--- config.mk ---
export PLATFORM = sky130hd
export DESIGN_NAME = ep_ctrl_bank
export DESIGN_NICKNAME = d
export VERILOG_FILES = /design/src/rtl/ep_ctrl_pkg.sv /design/src/rtl/ep_ctrl_bank.sv /design/src/rtl/ep_ctrl_reg.sv /design/src/rtl/ep_policy.sv
export SDC_FILE = /design/constraint.sdc
export NUM_CORES = 1
export LEC_CHECK = 0
export BUFFER_PORTS_ARGS = -buffer_cell sky130_fd_sc_hd__buf_2
export CORE_MARGIN = 5
export CORE_UTILIZATION = 30
export CTS_CLUSTER_DIAMETER = 200
export CTS_CLUSTER_SIZE = 8
export DETAILED_ROUTE_END_ITERATION = 8
export PLACE_DENSITY = 0.64
export SLEW_MARGIN = 25
export SYNTH_ARGS = -nofsm -noshare
export SYNTH_HDL_FRONTEND = slang
export SYNTH_SLANG_ARGS = --single-unit
--- constraint.sdc ---
create_clock -name CLK_I -period 4.3 [get_ports CLK_I]
set_input_delay 0.215 -clock CLK_I [delete_from_list [all_inputs] [get_ports CLK_I]]
set_output_delay 0.215 -clock CLK_I [all_outputs]
set_load 0.02 [all_outputs]
--- src/rtl/ep_ctrl_pkg.sv ---
package ep_ctrl_pkg;

    // Bus geometry
    localparam int ADDR_W = 16;                            // Byte address width on the register bus
    localparam int IDX_W  = ADDR_W - 2;                    // Word index width
    localparam int DATA_W = 32;                            // Register bus data width
    localparam int NUM_EP = 4;                             // Endpoints held by this bank
    localparam int FIELD_W = 5;                            // Implemented bits per control register

    // Register indices as printed; byte address is four times the index
    localparam logic [IDX_W-1:0] ENDPOINT8_CONTROL_IDX  = 14'h063a;
    localparam logic [IDX_W-1:0] ENDPOINT9_CONTROL_IDX  = 14'h063c;
    localparam logic [IDX_W-1:0] ENDPOINT10_CONTROL_IDX = 14'h063e;
    localparam logic [IDX_W-1:0] ENDPOINT11_CONTROL_IDX = 14'h0640;
    localparam logic [IDX_W-1:0] EP_IDX_TABLE [NUM_EP] = '{ENDPOINT8_CONTROL_IDX, ENDPOINT9_CONTROL_IDX,
                                                           ENDPOINT10_CONTROL_IDX, ENDPOINT11_CONTROL_IDX};
    localparam logic [3:0]       FIRST_EP_NUM = 4'h8;      // USB endpoint number of the first register

    // Field positions inside a control register
    localparam int CONTROL_TRANSFER_DISABLE_BIT = 4;
    localparam int RECEIVE_ENABLE_BIT           = 3;
    localparam int TRANSMIT_ENABLE_BIT          = 2;
    localparam int STALL_STATUS_BIT             = 1;
    localparam int HANDSHAKE_ENABLE_BIT         = 0;

    // Reset value of every control register
    localparam logic [FIELD_W-1:0] EP_CTRL_RESET = 5'h00;

    // AXI response codes
    localparam logic [1:0] RESP_OKAY   = 2'h0;
    localparam logic [1:0] RESP_SLVERR = 2'h2;

    // One endpoint's control fields, bit 4 first
    typedef struct packed {
        logic control_transfer_disable;                    // Bit 4
        logic receive_enable;                              // Bit 3
        logic transmit_enable;                             // Bit 2
        logic stall_status;                                // Bit 1
        logic handshake_enable;                            // Bit 0
    } ep_ctrl_t;

    // Token kinds offered by the serial engine
    typedef enum logic [1:0] {TOKEN_OUT, TOKEN_IN, TOKEN_SETUP} token_kind_t;

    // Handshake the serial engine should emit
    typedef enum logic [1:0] {HS_NONE, HS_ACK, HS_STALL} handshake_t;

    // Token request from the serial engine
    typedef struct packed {
        logic        valid;                                // One-cycle request strobe
        logic [3:0]  ep;                                   // USB endpoint number
        token_kind_t kind;                                 // Token type
    } token_t;

    // Answer back to the serial engine
    typedef struct packed {
        logic       valid;                                 // One-cycle answer strobe
        logic       accept;                                // Transaction data accepted or produced
        handshake_t hs;                                    // Handshake to send
    } answer_t;

endpackage : ep_ctrl_pkg

--- src/rtl/ep_ctrl_bank.sv ---
// Our own choice: the AXI4-Lite interface to the registers.
`timescale 1ns/1ps
// Notes on behaviour
// - Endpoints 8 to 11 sit two indices apart
// - Fields in bits 4..0, read/write, reset zero
// - Bidirectional with disable set: SETUP refused
// - Bidirectional with disable clear: SETUP accepted
// - Disable bit ignored unless both directions enabled
// - Receive enable gates incoming data
// - Transmit enable gates outgoing data
// - Stall bit reports the endpoint stalled; here only while handshake enable is set, otherwise the stall bit has no effect
// - Handshake enable makes handshakes sent
// - Handshake clear: no handshake packets at all
module ep_ctrl_bank (
    input  wire logic                               CLK_I,
    input  wire logic                               ARST_N_I,
    // AXI4-Lite write address
    input  wire logic [ep_ctrl_pkg::ADDR_W-1:0]     S_AXI_AWADDR_I,
    input  wire logic                               S_AXI_AWVALID_I,
    output logic                                    S_AXI_AWREADY_O,
    // AXI4-Lite write data
    input  wire logic [ep_ctrl_pkg::DATA_W-1:0]     S_AXI_WDATA_I,
    input  wire logic [3:0]                         S_AXI_WSTRB_I,
    input  wire logic                               S_AXI_WVALID_I,
    output logic                                    S_AXI_WREADY_O,
    // AXI4-Lite write response
    output logic [1:0]                              S_AXI_BRESP_O,
    output logic                                    S_AXI_BVALID_O,
    input  wire logic                               S_AXI_BREADY_I,
    // AXI4-Lite read address
    input  wire logic [ep_ctrl_pkg::ADDR_W-1:0]     S_AXI_ARADDR_I,
    input  wire logic                               S_AXI_ARVALID_I,
    output logic                                    S_AXI_ARREADY_O,
    // AXI4-Lite read data
    output logic [ep_ctrl_pkg::DATA_W-1:0]          S_AXI_RDATA_O,
    output logic [1:0]                              S_AXI_RRESP_O,
    output logic                                    S_AXI_RVALID_O,
    input  wire logic                               S_AXI_RREADY_I,
    // Serial engine token request and answer
    input  ep_ctrl_pkg::token_t                     TOKEN_I,
    output ep_ctrl_pkg::answer_t                    ANSWER_O
);

    localparam int NUM_EP = ep_ctrl_pkg::NUM_EP;
    localparam int IDX_W  = ep_ctrl_pkg::IDX_W;

    // Write channel state
    logic                         aw_ready_reg;            // Address slot free
    logic                         w_ready_reg;             // Data slot free
    logic                         aw_full_reg;             // Address held
    logic                         w_full_reg;              // Data held
    logic [IDX_W-1:0]             aw_idx_reg;              // Held word index
    logic [7:0]                   w_byte_reg;              // Held low data byte
    logic                         w_lane_reg;              // Low byte lane enabled
    logic                         bvalid_reg;              // Response pending
    logic [1:0]                   bresp_reg;               // Response code
    // Read channel state
    logic                         ar_ready_reg;            // Read slot free
    logic                         rvalid_reg;              // Read data pending
    logic [1:0]                   rresp_reg;               // Read response code
    logic [ep_ctrl_pkg::DATA_W-1:0] rdata_reg;             // Read data word
    // Token answer
    ep_ctrl_pkg::answer_t         answer_reg;              // Registered answer

    // Decode and register array
    logic                         wr_do;                   // Write performed this cycle
    logic [NUM_EP-1:0]            wr_sel;                  // One-hot write target
    logic                         wr_hit;                  // Write address mapped
    logic [NUM_EP-1:0]            rd_sel;                  // One-hot read target
    logic                         rd_hit;                  // Read address mapped
    logic [IDX_W-1:0]             rd_idx;                  // Read word index
    ep_ctrl_pkg::ep_ctrl_t        ep_q [NUM_EP];           // Register contents
    ep_ctrl_pkg::ep_ctrl_t        rd_ctrl;                 // Selected read value
    ep_ctrl_pkg::ep_ctrl_t        tok_ctrl;                // Fields of the token's endpoint
    logic                         tok_hit;                 // Token addresses this bank
    logic [3:0]                   tok_off;                 // Endpoint offset within bank
    logic                         pol_accept;              // Policy verdict
    ep_ctrl_pkg::handshake_t      pol_hs;                  // Policy handshake

    assign rd_idx = S_AXI_ARADDR_I[ep_ctrl_pkg::ADDR_W-1:2];
    // Write fires once both halves are held and the previous response is gone
    assign wr_do  = aw_full_reg && w_full_reg && !bvalid_reg;

    // Per-endpoint decode and storage
    genvar k;
    generate
        for (k = 0; k < NUM_EP; k++) begin : g_ep
            // Each register owns one printed index
            assign wr_sel[k] = (aw_idx_reg == ep_ctrl_pkg::EP_IDX_TABLE[k]);
            assign rd_sel[k] = (rd_idx == ep_ctrl_pkg::EP_IDX_TABLE[k]);
            ep_ctrl_reg u_reg (
                .clk_i    (CLK_I),
                .arst_n_i (ARST_N_I),
                .write_i  (wr_do && wr_sel[k] && w_lane_reg),
                .data_i   (w_byte_reg),
                .ctrl_o   (ep_q[k])
            );
        end
    endgenerate

    assign wr_hit = |wr_sel;
    assign rd_hit = |rd_sel;

    // Read mux; unmapped reads give zero
    always_comb begin
        rd_ctrl = ep_ctrl_pkg::EP_CTRL_RESET;
        for (int i = 0; i < NUM_EP; i++) begin
            if (rd_sel[i]) begin
                rd_ctrl = ep_q[i];
            end
        end
    end

    // Write address slot
    always_ff @(posedge CLK_I or negedge ARST_N_I) begin
        if (!ARST_N_I) begin
            aw_ready_reg <= 1'b0;
            aw_full_reg  <= 1'b0;
            aw_idx_reg   <= '0;
        end else if (S_AXI_AWVALID_I && aw_ready_reg) begin
            aw_ready_reg <= 1'b0;                          // Hold until response taken
            aw_full_reg  <= 1'b1;
            aw_idx_reg   <= S_AXI_AWADDR_I[ep_ctrl_pkg::ADDR_W-1:2];
        end else if (bvalid_reg && S_AXI_BREADY_I) begin
            aw_ready_reg <= 1'b1;
            aw_full_reg  <= 1'b0;
        end else if (!aw_full_reg) begin
            aw_ready_reg <= 1'b1;                          // Opens on first edge after reset
        end
    end

    // Write data slot; only the low lane carries register bits
    always_ff @(posedge CLK_I or negedge ARST_N_I) begin
        if (!ARST_N_I) begin
            w_ready_reg <= 1'b0;
            w_full_reg  <= 1'b0;
            w_byte_reg  <= 8'h00;
            w_lane_reg  <= 1'b0;
        end else if (S_AXI_WVALID_I && w_ready_reg) begin
            w_ready_reg <= 1'b0;
            w_full_reg  <= 1'b1;
            w_byte_reg  <= S_AXI_WDATA_I[7:0];
            w_lane_reg  <= S_AXI_WSTRB_I[0];               // Upper lanes hold nothing
        end else if (bvalid_reg && S_AXI_BREADY_I) begin
            w_ready_reg <= 1'b1;
            w_full_reg  <= 1'b0;
        end else if (!w_full_reg) begin
            w_ready_reg <= 1'b1;
        end
    end

    // Write response
    always_ff @(posedge CLK_I or negedge ARST_N_I) begin
        if (!ARST_N_I) begin
            bvalid_reg <= 1'b0;
            bresp_reg  <= ep_ctrl_pkg::RESP_OKAY;
        end else if (wr_do) begin
            bvalid_reg <= 1'b1;
            // Unmapped addresses store nothing and say so
            bresp_reg  <= wr_hit ? ep_ctrl_pkg::RESP_OKAY : ep_ctrl_pkg::RESP_SLVERR;
        end else if (bvalid_reg && S_AXI_BREADY_I) begin
            bvalid_reg <= 1'b0;
        end
    end

    // Read channel; data captured at address acceptance
    always_ff @(posedge CLK_I or negedge ARST_N_I) begin
        if (!ARST_N_I) begin
            ar_ready_reg <= 1'b0;
            rvalid_reg   <= 1'b0;
            rresp_reg    <= ep_ctrl_pkg::RESP_OKAY;
            rdata_reg    <= '0;
        end else if (S_AXI_ARVALID_I && ar_ready_reg) begin
            ar_ready_reg <= 1'b0;
            rvalid_reg   <= 1'b1;
            rresp_reg    <= rd_hit ? ep_ctrl_pkg::RESP_OKAY : ep_ctrl_pkg::RESP_SLVERR;
            // Unimplemented upper bits always zero
            rdata_reg    <= {27'h0000000, rd_ctrl};
        end else if (rvalid_reg && S_AXI_RREADY_I) begin
            rvalid_reg   <= 1'b0;
            ar_ready_reg <= 1'b1;
        end else if (!rvalid_reg) begin
            ar_ready_reg <= 1'b1;
        end
    end

    // Token lookup; other endpoint numbers belong to other banks
    always_comb begin
        tok_off  = TOKEN_I.ep - ep_ctrl_pkg::FIRST_EP_NUM;
        tok_hit  = (TOKEN_I.ep >= ep_ctrl_pkg::FIRST_EP_NUM) && (tok_off < 4'(NUM_EP));
        tok_ctrl = ep_ctrl_pkg::EP_CTRL_RESET;
        for (int i = 0; i < NUM_EP; i++) begin
            if (tok_off == 4'(i)) begin
                tok_ctrl = ep_q[i];
            end
        end
    end

    ep_policy u_policy (
        .ctrl_i   (tok_ctrl),
        .kind_i   (TOKEN_I.kind),
        .accept_o (pol_accept),
        .hs_o     (pol_hs)
    );

    // Answer registered one cycle after the token
    always_ff @(posedge CLK_I or negedge ARST_N_I) begin
        if (!ARST_N_I) begin
            answer_reg <= '{valid: 1'b0, accept: 1'b0, hs: ep_ctrl_pkg::HS_NONE};
        end else if (TOKEN_I.valid && tok_hit) begin
            answer_reg <= '{valid: 1'b1, accept: pol_accept, hs: pol_hs};
        end else begin
            answer_reg <= '{valid: 1'b0, accept: 1'b0, hs: ep_ctrl_pkg::HS_NONE};
        end
    end

    // Port drive, all from flops
    assign S_AXI_AWREADY_O = aw_ready_reg;
    assign S_AXI_WREADY_O  = w_ready_reg;
    assign S_AXI_BVALID_O  = bvalid_reg;
    assign S_AXI_BRESP_O   = bresp_reg;
    assign S_AXI_ARREADY_O = ar_ready_reg;
    assign S_AXI_RVALID_O  = rvalid_reg;
    assign S_AXI_RRESP_O   = rresp_reg;
    assign S_AXI_RDATA_O   = rdata_reg;
    assign ANSWER_O        = answer_reg;
endmodule : ep_ctrl_bank

--- src/rtl/ep_ctrl_reg.sv ---
`timescale 1ns/1ps
// One endpoint control register; upper bits are not stored at all
module ep_ctrl_reg (
    input  wire logic                 clk_i,
    input  wire logic                 arst_n_i,
    input  wire logic                 write_i,
    input  wire logic [7:0]           data_i,
    output ep_ctrl_pkg::ep_ctrl_t     ctrl_o
);

    ep_ctrl_pkg::ep_ctrl_t ctrl_reg;                       // Stored fields

    // Write takes the low five bits only
    always_ff @(posedge clk_i or negedge arst_n_i) begin
        if (!arst_n_i) begin
            ctrl_reg <= ep_ctrl_pkg::EP_CTRL_RESET;
        end else if (write_i) begin
            ctrl_reg <= ep_ctrl_pkg::ep_ctrl_t'(data_i[ep_ctrl_pkg::FIELD_W-1:0]);
        end
    end

    assign ctrl_o = ctrl_reg;
endmodule : ep_ctrl_reg

--- src/rtl/ep_policy.sv ---
`timescale 1ns/1ps
// Decides acceptance and handshake for one token against one endpoint's fields
module ep_policy (
    input  ep_ctrl_pkg::ep_ctrl_t      ctrl_i,
    input  ep_ctrl_pkg::token_kind_t   kind_i,
    output logic                       accept_o,
    output ep_ctrl_pkg::handshake_t    hs_o
);

    logic bidir;                                           // Both directions enabled
    logic stalled;                                         // Stall answered by handshake
    logic dir_ok;                                          // Direction gate passes

    always_comb begin
        bidir   = ctrl_i.receive_enable && ctrl_i.transmit_enable;
        stalled = ctrl_i.stall_status && ctrl_i.handshake_enable;
        case (kind_i)
            // Incoming data needs reception enabled
            ep_ctrl_pkg::TOKEN_OUT:   dir_ok = ctrl_i.receive_enable;
            // Outgoing data needs transmission enabled
            ep_ctrl_pkg::TOKEN_IN:    dir_ok = ctrl_i.transmit_enable;
            // Control only on a bidirectional endpoint; disable bit matters only there
            ep_ctrl_pkg::TOKEN_SETUP: dir_ok = bidir && !ctrl_i.control_transfer_disable;
            default:                  dir_ok = 1'b0;
        endcase
        // A stalled endpoint moves no data only while handshake enable is set
        accept_o = dir_ok && !stalled;
        if (!ctrl_i.handshake_enable) begin
            hs_o = ep_ctrl_pkg::HS_NONE;
        end else if (ctrl_i.stall_status) begin
            hs_o = ep_ctrl_pkg::HS_STALL;
        end else if (dir_ok) begin
            hs_o = ep_ctrl_pkg::HS_ACK;
        end else begin
            hs_o = ep_ctrl_pkg::HS_NONE;                   // Disabled direction stays silent
        end
    end

endmodule : ep_policy
==> After elaboration in Yosys (flattened, before gate mapping) <==
Index checks and enable logic that the tools add are counted.
W data, S select, Z words.
{ "word_totals": {"regBits": 60, "wordCells": 117} }
{ "classes": {"addsub": 1, "order_cmp": 2, "eq_ne": 16, "mux": 30, "reduce_logical": 32} }
{ "ops": {"columns": ["operator", "n"], "rows": [
  ["$eq A14 B11 Y1 const B", 8],
  ["$mux W5", 8],
  ["$logic_and A1 B1 Y1", 21],
  ["$mux W1", 16],
  ["$ne A3 B1 Y1 const B", 3],
  ["$eq A4 B2 Y1 const B", 2],
  ["$mux W2", 4],
  ["$reduce_bool A2 Y1", 4],
  ["$reduce_or A4 Y1", 2],
  ["$eq A4 B1 Y1 const B", 1],
  ["$ge A4 B4 Y1 const B", 1],
  ["$logic_not A4 Y1", 1],
  ["$lt A4 B3 Y1 const B", 1],
  ["$mux W4", 1],
  ["$sub A4 B4 Y4 const B", 1],
  ["$logic_not A1 Y1", 3],
  ["$pmux W1 S3", 1],
  ["$eq A2 B1 Y1 const B", 1],
  ["$eq A2 B2 Y1 const B", 1],
  ["$logic_not A2 Y1", 1]
]} }

==> Longest topological paths before layout <==
{ "depth": {"depth_word": 13, "depth_mapped": 5} }

==> Hierarchy <==
Synthesis repeated with hierarchy kept, for this count alone.
{ "unflattened": {"cells_unflattened": 234, "hier_area_um2": 2962.8} }
{ "modules_own_cells": {"columns": ["mod", "n_inst", "cells_each", "area_per_inst_um2", "seq_area_each_um2"], "rows": [
  ["ep_ctrl_bank", 1, 184, 2169.6, 1026.0],
  ["ep_ctrl_reg", 4, 10, 181.4, 125.1],
  ["ep_policy", 1, 10, 67.6, 0.0]
]} }

==> Worst setup path after synthesis <==
No wires, ideal clock.
{ "synth_path": {"path_kind": "reg2reg", "startpoint": "register bvalid_reg (netlist: S_AXI_BVALID_O)", "endpoint": "register g_ep[1].u_reg.ctrl_reg (netlist bit g_ep[1].u_reg.ctrl_o[0])", "setup_time_ns": 0.125, "t_arrival_ns": 1.637, "t_required_ns": 4.175, "slack_ns": 2.538, "stages_incl_launch_ff": 5, "path_buffers": 0, "period_less_slack_ns": 1.762, "cell_sequence": "dfrtp_1 > and4b_1 > nand4_1 > nor3b_2 > mux2_2"} }
{ "synth_between": {"elab_chain_cells": 4} }
{ "synth_rtl": {"columns": ["element", "line", "text"], "rows": [
  ["from (decl)", "ep_ctrl_bank.sv:55", "logic bvalid_reg;"],
  ["from (signal assigned)", "ep_ctrl_bank.sv:155", "bvalid_reg <= 1'b0;"],
  ["from (signal assigned)", "ep_ctrl_bank.sv:158", "bvalid_reg <= 1'b1;"],
  ["from (signal assigned)", "ep_ctrl_bank.sv:162", "bvalid_reg <= 1'b0;"],
  ["$logic_not A1 Y1", "ep_ctrl_bank.sv:82", "assign wr_do = aw_full_reg && w_full_reg && !bvalid_reg;"],
  ["$logic_and A1 B1 Y1", "ep_ctrl_bank.sv:82", null],
  ["$logic_and A1 B1 Y1 (2 in a row)", "ep_ctrl_bank.sv:94", ".write_i (wr_do && wr_sel[k] && w_lane_reg),"],
  ["to (signal assigned)", "ep_ctrl_reg.sv:16", "ctrl_reg <= ep_ctrl_pkg::EP_CTRL_RESET;"],
  ["to (signal assigned)", "ep_ctrl_reg.sv:18", "ctrl_reg <= ep_ctrl_pkg::ep_ctrl_t'(data_i[ep_ctrl_pkg::FIELD_W-1:0]);"],
  ["to (decl)", "ep_ctrl_reg.sv:11", "ep_ctrl_pkg::ep_ctrl_t ctrl_reg;"]
]} }
No other way between the ends.
A chain may end at the register's enable or synchronous reset.

==> Final worst setup path <==
{ "layout_path": {"startpoint": "register aw_idx_reg[11]", "endpoint": "register g_ep[2].u_reg.ctrl_reg (netlist bit g_ep[2].u_reg.ctrl_o[4])"} }
{ "layout_between": {"elab_chain_cells": 3} }
{ "layout_rtl": {"columns": ["element", "line", "text"], "rows": [
  ["from (decl)", "ep_ctrl_bank.sv:52", "logic [IDX_W-1:0] aw_idx_reg;"],
  ["from (signal assigned)", "ep_ctrl_bank.sv:123", "aw_idx_reg <= S_AXI_AWADDR_I[ep_ctrl_pkg::ADDR_W-1:2];"],
  ["$eq A14 B11 Y1", "ep_ctrl_bank.sv:89", "assign wr_sel[k] = (aw_idx_reg == ep_ctrl_pkg::EP_IDX_TABLE[k]);"],
  ["$logic_and A1 B1 Y1 (2 in a row)", "ep_ctrl_bank.sv:94", null],
  ["to (signal assigned)", "ep_ctrl_reg.sv:16", null],
  ["to (signal assigned)", "ep_ctrl_reg.sv:18", null],
  ["to (decl)", "ep_ctrl_reg.sv:11", null]
]} }
No other way between the ends.

==> summary.md <==
| Metric | Value |
|---|---|
| RD Place Congestion | slightly below 0.8 |
| Vias in the first global route | between 2,000 and 2,500 |
| Relative slew slack | 0.5235 |
| Worst VDD drop | 0.0002977 V |
| Mapped Area | between 0.002 and 0.003 mm² |
| Crit path DAT | 2.25 ns |
| WL/cell | ~14 µm |
| Clock skew | 0.009311 ns |
| DRC violation count after routing | 0 |
| Global-route wire length before repair | around 9.7 mm |
| Avg Inst Size Synth | about 13 µm² |
| Initial antenna violation count | 1 |
| Die W | between 100 and 150 µm |
| Hold Violations, Final | 0 |
| Max-cap violation count | 0 |
| Max reg flops | 20 |
| Wl on met1 | ~2.6 mm |
| Placed instance area | about 0.0033 mm² |
| Buf+Inv Stages, Crit Path | 0 |
| Gate Count Post-Synth | 230 |
| IO Pins | 127 |
| Sequential cell area fraction in the yosys report | 0.4968 |
| PortBufs | 63 |
| DR iter-0 viols | between 70 and 80 |
| Slew @ Worst Pin | between 0.7 and 0.8 ns |
| Register bit total from synthesis | 58 |
| CP cell instances | nor4b_2 -> nand4_1 -> nor2_1 -> mux2_2 |
| Worst setup EP type | register |
| Commonest cells after routing, fill and taps aside | buf_2, dfrtp_1, mux2_2 |
| Post-synthesis async set-or-reset flop share | 1.000 |
| Routed vias | about 2,000 |
| PwrDens | ~470 mW/mm² |
| Die Span Y | roughly 110 µm |
| Worst Setup Start Kind | register |
| Pre-Repair DR Iteration Count | 4 |
| Final period demand of the worst path | 2.038 ns |
| Clk root buf | clkbuf_8 |
| Critical Path RT | about 4.5 ns |
| DP HPWL | ~4.6 mm |
| Gr usage total | 0.1057 |
| Starting density of the core | 0.3031 |
| CTS Sinks | 58 |
| Delay-heaviest family, CP | simple AND/OR/NAND/NOR gates |
| P_leak | around 1.6 nW |
| Critical Path Max Stage Delay | a little under 0.5 ns |
| Routed length on met3 | 679 µm |
| Setup TNS | 0 ns |
| CTS max path bufs | 2 |
| Area of the core | roughly 0.0096 mm² |
| Pin count of the biggest net entering global routing | between 50 and 60 |
| Via/cell ratio | around 4.5 |
| Postcts setup bufs | 0 |
| Most common cell after layout, fill and taps aside | buf_2 |
| Routed wire length | roughly 6 mm |
| Fmax | around 500 MHz |
| Die area | 0.01181 mm² |
| YS warnings | 0 |
| Hold_buf cts | 0 |
| GRT overflow | 0 |
| Outcome | complete, no violations |
| Setup CP Type | register to register |
| Post-CTS sizing | 0 |
| Post-synth EDFFs | 0 |
| RSZ-0062 raised after global routing | false |
| P&R area growth vs syn | 19.27% |
| Share of layout cells above drive strength 1 | 0.4477 |
| # rows | 36 |
| Commonest register cell after synthesis | dfrtp_1 |
| CTS buffer count | 9 |
| Finished Cell Area | ~0.0035 mm² |
| Clock Latency Late Sink | 0.33 ns |
| Net count, final | ~380 |
| Inserted Diodes | 0 |
| CP Max Fanout | 5 |
| Max H-tree Level | 3 |
| Max-slew violations | 0 |
| Setup violators final | 0 |
| Tcrit/Tclk final | 0.4739 |
| HP Class | primary input to async pin |
| Top layer in use | met5 |
| Crit-path slowest cell | nor2_1 |
| WL met2 | approximately 2.6 mm |
| CTS tree | done |
| Post-route ant nets | 0 |
| Count of cell types in the netlist | 42 |
| CTS clk-pin slew, worst paths | 0.07 ns |
report_power, final:
part           switching [W]  internal [W]  leakage, nW
combinational       0.000178      0.000176        0.815
clock               0.000206      0.000298       0.0986
sequential          0.000112      0.000681        0.728
worst reg2reg max path, stage by stage, from the launching register on:
cell	delay, ns
dfrtp_1	0.39
nor4b_2	0.40
nand4_1	0.25
nor2_1	0.49
mux2_2	0.40
area by class of cell:
type	instances	area (µm²)
Fill cell	980	6155
Timing Repair Buffer	64	322.8
Clock inverter	4	50.05
Multi-Input combinational cell	163	1320
Clock buffer	12	155.1
Sequential cell	58	1451
Inverter	5	18.77
Tap cell	133	166.4
path summary, 6_finish.rpt:
kind | start | slack, ns | end | depth (start not counted)
min in group CLK_I | S_AXI_WSTRB_I[0] | 0.11 | w_lane_reg | 2
max reg2reg | aw_idx_reg[11] | 2.26 | g_ep[2].u_reg.ctrl_o[4] | 4
max in group asynchronous | ARST_N_I | 3.80 | S_AXI_RVALID_O | 2
min reg2reg | S_AXI_RRESP_O[1] | 0.48 | S_AXI_RRESP_O[1] | 2
max | aw_idx_reg[11] | 2.26 | g_ep[2].u_reg.ctrl_o[4] | 4
min | ARST_N_I | 0.02 | aw_idx_reg[11] | 2
synth_stat cells, types with 2 or more instances:
cell type | number | share of area
a21oi_1 | 6 | 0.010
nand4_1 | 2 | 0.0043
dfrtp_1 | 58 | 0.50
o21a_1 | 2 | 0.0051
and4b_1 | 2 | 0.0069
o21ai_0 | 4 | 0.0069
nor4b_2 | 2 | 0.010
buf_4 | 29 | 0.075
a22oi_1 | 5 | 0.013
inv_1 | 5 | 0.0064
nor3_1 | 5 | 0.0086
mux4_1 | 4 | 0.036
nand3_1 | 3 | 0.0051
nor2_1 | 5 | 0.0064
nand2_1 | 15 | 0.019
nor3b_2 | 2 | 0.0086
clkbuf_1 | 2 | 0.0026
a211oi_1 | 7 | 0.018
nor4_4 | 2 | 0.015
mux2_2 | 45 | 0.17
nor4_1 | 2 | 0.0043
nand2b_1 | 2 | 0.0043
or4_4 | 2 | 0.0077
per-stage QoR:
step | hold WS [ns] | setup slack (ns) | power, W | utilization | instances
6_report | 0.02071 | 2.262 | 0.001650 | 0.3615 | 439
5_1_grt | 0.08492 | 2.065 | 0.001756 | 0.3615 | 439
4_1_cts | 0.04813 | 2.178 | 0.001675 | 0.3615 | 439
3_5_place_dp | 0.4044 | 2.184 | 0.001164 | 0.3402 | 423
3_3_place_gp | 0.3915 | 2.265 | 0.001145 | 0.3402 | 423
2_1_floorplan | -0.08059 | 2.538 | 0.001054 | - | 258
per-layer routing:
layer / up-vias / global-route usage
met2: 98 / 0.1642
met5: - / 0
li1: 931 / -
met1: 959 / 0.1333
met4: 2 / 0.02525
met3: 4 / 0.05092
logic make-up (layout without fill, tap and decap cells):
logic type	Yosys count	after routing	share of synthesized area
multiplexers	50	50	0.2128
other	1	29	0.001284
AND/OR/NAND/NOR	56	56	0.1353
buffers and inverters	37	85	0.08737
AO/OA/AOI/OAI	28	28	0.06638
flip-flops	58	58	0.4968
Power figures use the tool's default switching activity.
